## src/logic/lbs_regs.svh

```systemverilog
// Constants for the local bus strap and cycle sampling block.
// Assumes one system clock whose period equals one output-clock half-cycle.
`ifndef LBS_REGS_SVH
`define LBS_REGS_SVH
`define LBS_CLK_PERIOD_NS 10
`define LBS_RESET_MIN_HALF 6
`define LBS_STRAP_SETUP_HALF 4
`define LBS_ADDR_SHIFT_W 2
`define LBS_BUS_SIZE_W 2
`define LBS_CYCLE_TIMING_W 3
`define LBS_PAGE_SIZE_W 4
`define LBS_CYC_TIMING_TWO 3'h2
`define LBS_CYC_TIMING_THREE 3'h3
`define LBS_ROW_LAST 4'h6
`endif

```

## src/logic/lbs_pkg.sv

```systemverilog
// Types for the local bus strap and cycle sampling block.
// Assumes inclusion of lbs_regs.svh where constants are needed.
package lbs_pkg;
   typedef enum logic [1:0] {LBS_IDLE, LBS_ROW, LBS_COL} lbs_phase_t;
endpackage : lbs_pkg

```

## src/logic/lbs_sampler.sv

```systemverilog
// Behaviour
// - Host request strap low selects self-bootstrap
// - User timing strap low selects big-endian
// - Config inputs sampled at row state two
// - Retry ready fault sampled at row three
// - Ready resampled row six, columns, 2/3-cycle
// - Retry sampled every falling edge after row three
// - Every state starts at output clock fall
// - Output clock period is two system clocks
//
// Strap capture, output clock and per-state input sampling of the local bus.
// Assumes sys_clk is the input clock; pins pass two flops; accessStart and
// colStart come from the same-clock access sequencer and are one-cycle pulses
// aligned to the output clock falling edge.
`timescale 1ns/1ps
`include "lbs_regs.svh"
module lbs_sampler #(
   parameter int ROW_STATES = 6
) (
   input wire logic sys_clk,
   input wire logic rst,
   input wire logic resetPin_n,
   input wire logic hostRequestStrap_n,
   input wire logic userTimingInput_n,
   input wire logic [`LBS_ADDR_SHIFT_W-1:0] addressShiftSelect,
   input wire logic [`LBS_BUS_SIZE_W-1:0] busSizeSelect,
   input wire logic [`LBS_CYCLE_TIMING_W-1:0] cycleTimingSelect,
   input wire logic [`LBS_PAGE_SIZE_W-1:0] pageSizeSelect,
   input wire logic retryIn,
   input wire logic readyIn,
   input wire logic faultIn,
   input wire logic accessStart,
   input wire logic colStart,
   output logic outputClock,
   output logic selfBootstrap,
   output logic bigEndian,
   output logic rowStateTwo,
   output logic [`LBS_ADDR_SHIFT_W-1:0] addrShiftCfg,
   output logic [`LBS_BUS_SIZE_W-1:0] busSizeCfg,
   output logic [`LBS_CYCLE_TIMING_W-1:0] cycleTimingCfg,
   output logic [`LBS_PAGE_SIZE_W-1:0] pageSizeCfg,
   output logic userTimingCfg,
   output logic retrySeen,
   output logic readySeen,
   output logic faultSeen,
   output logic cfgValid
);
   localparam int PIN_W = 3 + `LBS_ADDR_SHIFT_W + `LBS_BUS_SIZE_W + `LBS_CYCLE_TIMING_W
                          + `LBS_PAGE_SIZE_W + 3;
   if (ROW_STATES < 6 || ROW_STATES > 15) begin : g_bad_rows
      $error("ROW_STATES must be 6..15");
   end

   // -----------------------------------------------------------------
   // Pin synchronisers
   // -----------------------------------------------------------------
   logic [PIN_W-1:0] pinSync;
   logic resetS_n, hostReqS_n, userTimeS_n, retryS, readyS, faultS;
   logic [`LBS_ADDR_SHIFT_W-1:0] addrShiftS;
   logic [`LBS_BUS_SIZE_W-1:0] busSizeS;
   logic [`LBS_CYCLE_TIMING_W-1:0] cycTimingS;
   logic [`LBS_PAGE_SIZE_W-1:0] pageSizeS;
   lbs_sync2 #(.WIDTH(PIN_W)) u_sync (
      .sys_clk(sys_clk),
      .rst(rst),
      .asyncIn({resetPin_n, hostRequestStrap_n, userTimingInput_n, addressShiftSelect,
                busSizeSelect, cycleTimingSelect, pageSizeSelect, retryIn, readyIn, faultIn}),
      .syncOut(pinSync)
   );
   assign {resetS_n, hostReqS_n, userTimeS_n, addrShiftS, busSizeS, cycTimingS, pageSizeS, retryS, readyS,
           faultS} = pinSync;

   // -----------------------------------------------------------------
   // Output clock
   // -----------------------------------------------------------------
   // divide by two
   always_ff @(posedge sys_clk) begin
      if (rst) outputClock <= 1'b1;
      else outputClock <= ~outputClock;
   end
   // fall happens when clock high now
   logic fallEdge;
   assign fallEdge = outputClock;

   // -----------------------------------------------------------------
   // Reset pin and strap capture
   // -----------------------------------------------------------------
   logic [2:0] lowCnt_r;
   logic [2:0] hostReqCnt_r;
   logic [2:0] userTimeCnt_r;
   logic resetPrev_r;
   logic resetValid_r;
   always_ff @(posedge sys_clk) begin
      if (rst) begin
         lowCnt_r <= 3'h0;
         hostReqCnt_r <= 3'h0;
         userTimeCnt_r <= 3'h0;
         resetPrev_r <= 1'b0;
      end else begin
         resetPrev_r <= resetS_n;
         if (resetS_n) lowCnt_r <= 3'h0;
         else if (lowCnt_r != 3'h7) lowCnt_r <= lowCnt_r + 3'h1;
         if (hostReqS_n) hostReqCnt_r <= 3'h0;
         else if (hostReqCnt_r != 3'h7) hostReqCnt_r <= hostReqCnt_r + 3'h1;
         if (userTimeS_n) userTimeCnt_r <= 3'h0;
         else if (userTimeCnt_r != 3'h7) userTimeCnt_r <= userTimeCnt_r + 3'h1;
      end
   end
   logic resetRise;
   assign resetRise = resetS_n && !resetPrev_r;
   always_ff @(posedge sys_clk) begin
      if (rst) resetValid_r <= 1'b0;
      else if (!resetS_n && lowCnt_r >= 3'(`LBS_RESET_MIN_HALF - 1)) resetValid_r <= 1'b1;
      else if (resetRise) resetValid_r <= 1'b0;
   end
   always_ff @(posedge sys_clk) begin
      if (rst) begin
         selfBootstrap <= 1'b0;
         bigEndian <= 1'b0;
      end else if (resetRise && resetValid_r) begin
         selfBootstrap <= !hostReqS_n && hostReqCnt_r >= 3'(`LBS_STRAP_SETUP_HALF);
         bigEndian <= !userTimeS_n && userTimeCnt_r >= 3'(`LBS_STRAP_SETUP_HALF);
      end
   end

   // -----------------------------------------------------------------
   // Access state tracking
   // -----------------------------------------------------------------
   lbs_pkg::lbs_phase_t phase_r;
   logic [3:0] rowState_r;
   always_ff @(posedge sys_clk) begin
      if (rst || !resetS_n) begin
         phase_r <= lbs_pkg::LBS_IDLE;
         rowState_r <= 4'h0;
      end else if (fallEdge) begin
         unique case (phase_r)
            lbs_pkg::LBS_IDLE: begin
               if (accessStart) begin
                  phase_r <= lbs_pkg::LBS_ROW;
                  rowState_r <= 4'h1;
               end
            end
            lbs_pkg::LBS_ROW: begin
               if (rowState_r == 4'(ROW_STATES)) phase_r <= lbs_pkg::LBS_COL;
               else rowState_r <= rowState_r + 4'h1;
            end
            lbs_pkg::LBS_COL: begin
               if (accessStart) begin
                  phase_r <= lbs_pkg::LBS_ROW;
                  rowState_r <= 4'h1;
               end else if (!colStart) phase_r <= lbs_pkg::LBS_IDLE;
            end
            default: phase_r <= lbs_pkg::LBS_IDLE;
         endcase
      end
   end
   // Fall that opens the row state after k
   function automatic logic rowFall(input logic fall, input lbs_pkg::lbs_phase_t ph, input logic [3:0] st,
                                    input logic [3:0] k);
      return fall && ph == lbs_pkg::LBS_ROW && st == k;
   endfunction : rowFall
   logic atRowTwo, atRowThree, atRowSix, pastRowThree, multiCyc;
   assign atRowTwo = rowFall(fallEdge, phase_r, rowState_r, 4'h1);
   assign atRowThree = rowFall(fallEdge, phase_r, rowState_r, 4'h2);
   assign atRowSix = rowFall(fallEdge, phase_r, rowState_r, 4'h5);
   assign pastRowThree = fallEdge && ((phase_r == lbs_pkg::LBS_ROW && rowState_r >= 4'h3)
                                     || phase_r == lbs_pkg::LBS_COL);
   assign multiCyc = cycleTimingCfg == `LBS_CYC_TIMING_TWO || cycleTimingCfg == `LBS_CYC_TIMING_THREE;

   // -----------------------------------------------------------------
   // Configuration sampling
   // -----------------------------------------------------------------
   // sample once, hold for access
   always_ff @(posedge sys_clk) begin
      if (rst) begin
         addrShiftCfg <= '0;
         busSizeCfg <= '0;
         cycleTimingCfg <= '0;
         pageSizeCfg <= '0;
         userTimingCfg <= 1'b0;
         rowStateTwo <= 1'b0;
         cfgValid <= 1'b0;
      end else begin
         rowStateTwo <= atRowTwo;
         if (atRowTwo) begin
            addrShiftCfg <= addrShiftS;
            busSizeCfg <= busSizeS;
            cycleTimingCfg <= cycTimingS;
            pageSizeCfg <= pageSizeS;
            userTimingCfg <= userTimeS_n;
            cfgValid <= 1'b1;
         end else if (phase_r == lbs_pkg::LBS_IDLE) cfgValid <= 1'b0;
      end
   end

   // -----------------------------------------------------------------
   // Completion sampling
   // -----------------------------------------------------------------
   // completion input sampling
   always_ff @(posedge sys_clk) begin
      if (rst) begin
         retrySeen <= 1'b0;
         readySeen <= 1'b0;
         faultSeen <= 1'b0;
      end else begin
         if (atRowThree || pastRowThree) retrySeen <= retryS;
         if (atRowThree) faultSeen <= faultS;
         if (atRowThree || (multiCyc && (atRowSix || (fallEdge && phase_r == lbs_pkg::LBS_COL && colStart))))
            readySeen <= readyS;
      end
   end
endmodule : lbs_sampler

```

## src/logic/lbs_sync2.sv

```systemverilog
// Two flip-flop synchroniser for a bus of pin levels.
// Assumes inputs are asynchronous to sys_clk.
`timescale 1ns/1ps
module lbs_sync2 #(
   parameter int WIDTH = 1
) (
   input wire logic sys_clk,
   input wire logic rst,
   input wire logic [WIDTH-1:0] asyncIn,
   output logic [WIDTH-1:0] syncOut
);
   logic [WIDTH-1:0] stage1_r;
   if (WIDTH < 1) begin : g_bad_width
      $error("WIDTH must be at least 1");
   end
   always_ff @(posedge sys_clk) begin
      if (rst) begin
         stage1_r <= '0;
         syncOut <= '0;
      end else begin
         stage1_r <= asyncIn;
         syncOut <= stage1_r;
      end
   end
endmodule : lbs_sync2
```

## config.mk

```make
export PLATFORM = sky130hd
export DESIGN_NAME = lbs_sampler
export DESIGN_NICKNAME = d
export VERILOG_FILES = /design/src/logic/lbs_pkg.sv /design/src/logic/lbs_sampler.sv /design/src/logic/lbs_sync2.sv
export VERILOG_INCLUDE_DIRS = /design/src /design/src/logic
export SDC_FILE = /design/constraint.sdc
export NUM_CORES = 1
export LEC_CHECK = 0
export ABC_CLOCK_PERIOD_IN_PS = 1590
export BUFFER_PORTS_ARGS = -buffer_cell sky130_fd_sc_hd__clkbuf_2
export CORE_ASPECT_RATIO = 1.25
export CORE_MARGIN = 8
export CORE_UTILIZATION = 49
export DETAILED_ROUTE_END_ITERATION = 10
export PLACE_DENSITY = 0.69
export SLEW_MARGIN = 10
export SYNTH_ARGS = -nofsm -noshare
export SYNTH_HDL_FRONTEND = slang
export SYNTH_SLANG_ARGS = --single-unit
export TNS_END_PERCENT = 50
```

## constraint.sdc

```tcl
create_clock -name sys_clk -period 1.59 [get_ports sys_clk]
set_input_delay 0.2385 -clock sys_clk [delete_from_list [all_inputs] [get_ports sys_clk]]
set_output_delay 0.2385 -clock sys_clk [all_outputs]
set_load 0.005 [all_outputs]
```

==> impl_metrics.json <==
{
  "r2r_setup_slack_ns": 0.06,
  "peakVddDrop_uv": 742,
  "wl_per_cell_um": 12.2,
  "cts.clk_slew.worst_paths_ns": 0.07,
  "coreArea_sq_um": 5040,
  "synthXorXnorAreaFrac_pct": 1.03,
  "fp.dieH_um": 96.7,
  "cp.arrival_ns": 1.76,
  "crit_path_start_kind": "flip-flop",
  "p_leak_uw": 0.00144,
  "cts-root-buf": "clkbuf_8",
  "final_net_count": 326,
  "drc": 0,
  "crit_fanout": 4,
  "first_global_vias": 1670,
  "regArea_sq_um": 1420,
  "p_per_area_nw_per_um2": 1060,
  "setup_viol": 0,
  "swShare_pct": 22.6,
  "placed_cells": 345,
  "setup_tns_ns": 0,
  "holdCritStartpoint": "busSizeSelect[1]",
  "rows": 29,
  "crit-reg2reg-launch": "rowState_r[0]",
  "pre_cts_slack_ns": -0.139,
  "whs_ns": 0.105,
  "initialDrtViolationCount": 56,
  "p_clk_share_pct": 38.9,
  "internal_power_uw": 2570,
  "synth_simple_gate_area_share_pct": 22.5,
  "hpwl_mm": 3.05,
  "cp-end-kind": "flip-flop",
  "final_cells": 362,
  "fmax_ghz": 0.652,
  "relSlewSlack_pct": 75.4,
  "finalPower_uw": 3320,
  "synth_compound_area_share_pct": 5.05,
  "die-width_um": 80.5,
  "synth_top_family_by_area": "simple AND/OR/NAND/NOR gates",
  "synthAdderAreaFrac_pct": 4.91,
  "avgSynthCellArea_sq_um": 10.7,
  "drt_first_pass_iters": 4,
  "clkLatencyLatePin_ns": 0.33,
  "multiInputGateArea_sq_um": 1100,
  "gr-total-overflow": 0,
  "synth.distinct_cells": 38,
  "start_util_pct": 50.6,
  "synth_nets": 270,
  "rr_endpoint": "rowState_r[0]",
  "gp_congestion": 0.772,
  "crit_required_ns": 1.81,
  "layout-drive-gt1-share_pct": 26.7,
  "drt-vias-per-instance": 4.81,
  "fin_crit_sh_pct": 96.5,
  "cts.sinks": 71,
  "holdCritPathClass": "primary input to flip-flop",
  "whs_endpoint": "u_sync.stage1_r[11]",
  "seq_area_frac_synth_pct": 55.7,
  "nFillCells": 430,
  "vias": 1740,
  "track_usage_pct": 12.2,
  "drtAntennaViolNets": 0,
  "cts.path.max_buffers": 2,
  "cts_made_buffers": 9,
  "grt_pass1_wl_mm": 7.48,
  "synth_cells": 239,
  "synthArstFlopShare_pct": 0,
  "synthFlopType": "dfxtp_1",
  "syn-cell-area_sq_um": 2550,
  "worst-setup-path-type": "flip-flop to flip-flop",
  "r2r_cells": 7,
  "cts_tree": "done",
  "finalHoldViolCount": 0,
  "worstMarginPinSlew_ns": 0.368,
  "skew_ns": 0.00646,
  "synth_common_cells": "dfxtp_1, nor2b_1, nor2_1",
  "synth_edf_count": 0,
  "status": "complete, no violations",
  "antenna_cells": 0,
  "ys_ff_latch": 71,
  "hold_buffers": 0,
  "area_growth_pct": 23.1,
  "power_frac_seq_pct": 56.4,
  "rsz0062_at_grt": "no",
  "synth_top_cell_area_share_pct": 55.7,
  "whs_path_depth": 2,
  "drv_slew": 0,
  "power.switching_uw": 749,
  "synth.most_common_cell": "dfxtp_1",
  "dieArea_sq_um": 7780,
  "antenna_found_initial": 0,
  "synth_mux_area_share_pct": 7.90,
  "htree_num_levels": 3,
  "power_frac_comb_pct": 4.7,
  "synth_area_leaders": "dfxtp_1, nor2b_1, mux2i_1",
  "drv_cap": 0,
  "boundaryPins": 41,
  "timing.final.ws_setup_ns": 0.0555,
  "grt_max_degree": 66,
  "yosysWarningCount": 0,
  "min_period_ns": 1.53,
  "yosysTopAreaCell": "dfxtp_1",
  "wl_mm": 4.43,
  "io_buffers": 40
}
==> per-stage QoR <==
step           utilization (%)  cell area, sq um
2_1_floorplan                -              2550
3_3_place_gp              57.5              2900
3_5_place_dp              57.5              2900
4_1_cts                   61.3              3090
5_1_grt                   62.2              3140
6_report                  62.2              3140
==> flip-flops by register name (all words and copies together) (netlist names), 2 cells and up <==
| register | flops |
|---|---|
| u_sync.stage1_r | 17 |
| u_sync.syncOut | 17 |
| pageSizeCfg | 4 |
| rowState_r | 4 |
| cycleTimingCfg | 3 |
| hostReqCnt_r | 3 |
| lowCnt_r | 3 |
| userTimeCnt_r | 3 |
| addrShiftCfg | 2 |
| busSizeCfg | 2 |
| phase_r | 2 |
==> power groups by stage <==
| stage | clock (uW) | combinational (uW) | sequential [uW] |
|---|---|---|---|
| 2_1_floorplan | 0 | 108 | 1900 |
| 3_3_place_gp | 0 | 153 | 1910 |
| 3_5_place_dp | 0 | 158 | 1910 |
| 4_1_cts | 1330 | 159 | 1870 |
| 5_1_grt | 1410 | 180 | 1880 |
| 6_report | 1290 | 156 | 1870 |
==> layout make-up <==
class / count / area share (%)
Tap cell: 62 / 2.47
Timing Repair Buffer: 56 / 10.7
Clock buffer: 11 / 4.82
Sequential cell: 71 / 45.3
Clock inverter: 5 / 1.04
Multi-Input combinational cell: 152 / 35.0
Inverter: 5 / 0.598
==> worst max-delay path, cell delays in order, from the launching register on <==
cell	delay, ns
dfxtp_2	0.36
inv_2	0.06
ha_4	0.17
buf_4	0.14
and3b_1	0.18
nand3b_1	0.18
and3_1	0.16
a31o_1	0.19
==> layer usage <==
| layer | global-route usage (%) | share of wire (%) | vias up |
|---|---|---|---|
| met2 | 17.8 | 46 | 42 |
| met5 | 0 | 0 | - |
| met4 | 6.60 | 2.4 | 0 |
| met3 | 6.76 | 6.1 | 10 |
| met1 | 13.7 | 46 | 770 |
| li1 | - | - | 918 |
==> how the worst max path moves through the flow <==
stage	start	endpoint	slack [ns]	cells past startpoint
final	rowState_r[0]	rowState_r[0]	0.06	7
after global routing	rowState_r[0]	rowState_r[0]	0.02	7
after CTS	rowState_r[0]	rowState_r[0]	0.003	7
after detailed placement	rowState_r[0]	retrySeen	-0.14	6
after global placement	rowState_r[0]	retrySeen	-0.04	6
after floorplan	rowState_r[0]	retrySeen	0.05	6
==> timing repair <==
item | CTS | global route
pin swaps | 0 | 3
buffers inserted | 0 | 1
resized for setup | 3 | 7
endpoints found under the hold margin | 0 | 0
gates cloned | 0 | 0
endpoints found under the setup margin | 2 | 2
==> layout by cell type, fill, tap and decap left out, drive strengths merged, types with 2 or more instances in the layout <==
cell and instances:
a21oi 8, clkinvlp 3, nor3 9, nor2b 37, and4b 2, buf 16, nor3b 3, xor2 3
nand3b 3, dfxtp 71, nand2 4, nand4 4, nor2 20, ha 10, nand3 2, mux2i 19
nand2b 8, clkbuf 51, inv 5, o21ai 5, clkinv 2
==> cells by family after synthesis <==
| logic type | after synthesis |
|---|---|
| AOI/OAI and AO/OA | 21 |
| adders and majority gates | 10 |
| buffers and inverters | 16 |
| DFF | 71 |
| and+or+nand+nor | 98 |
| muxes | 20 |
| xor gates and xnor gates | 3 |
(Power assumes the default switching activity.)
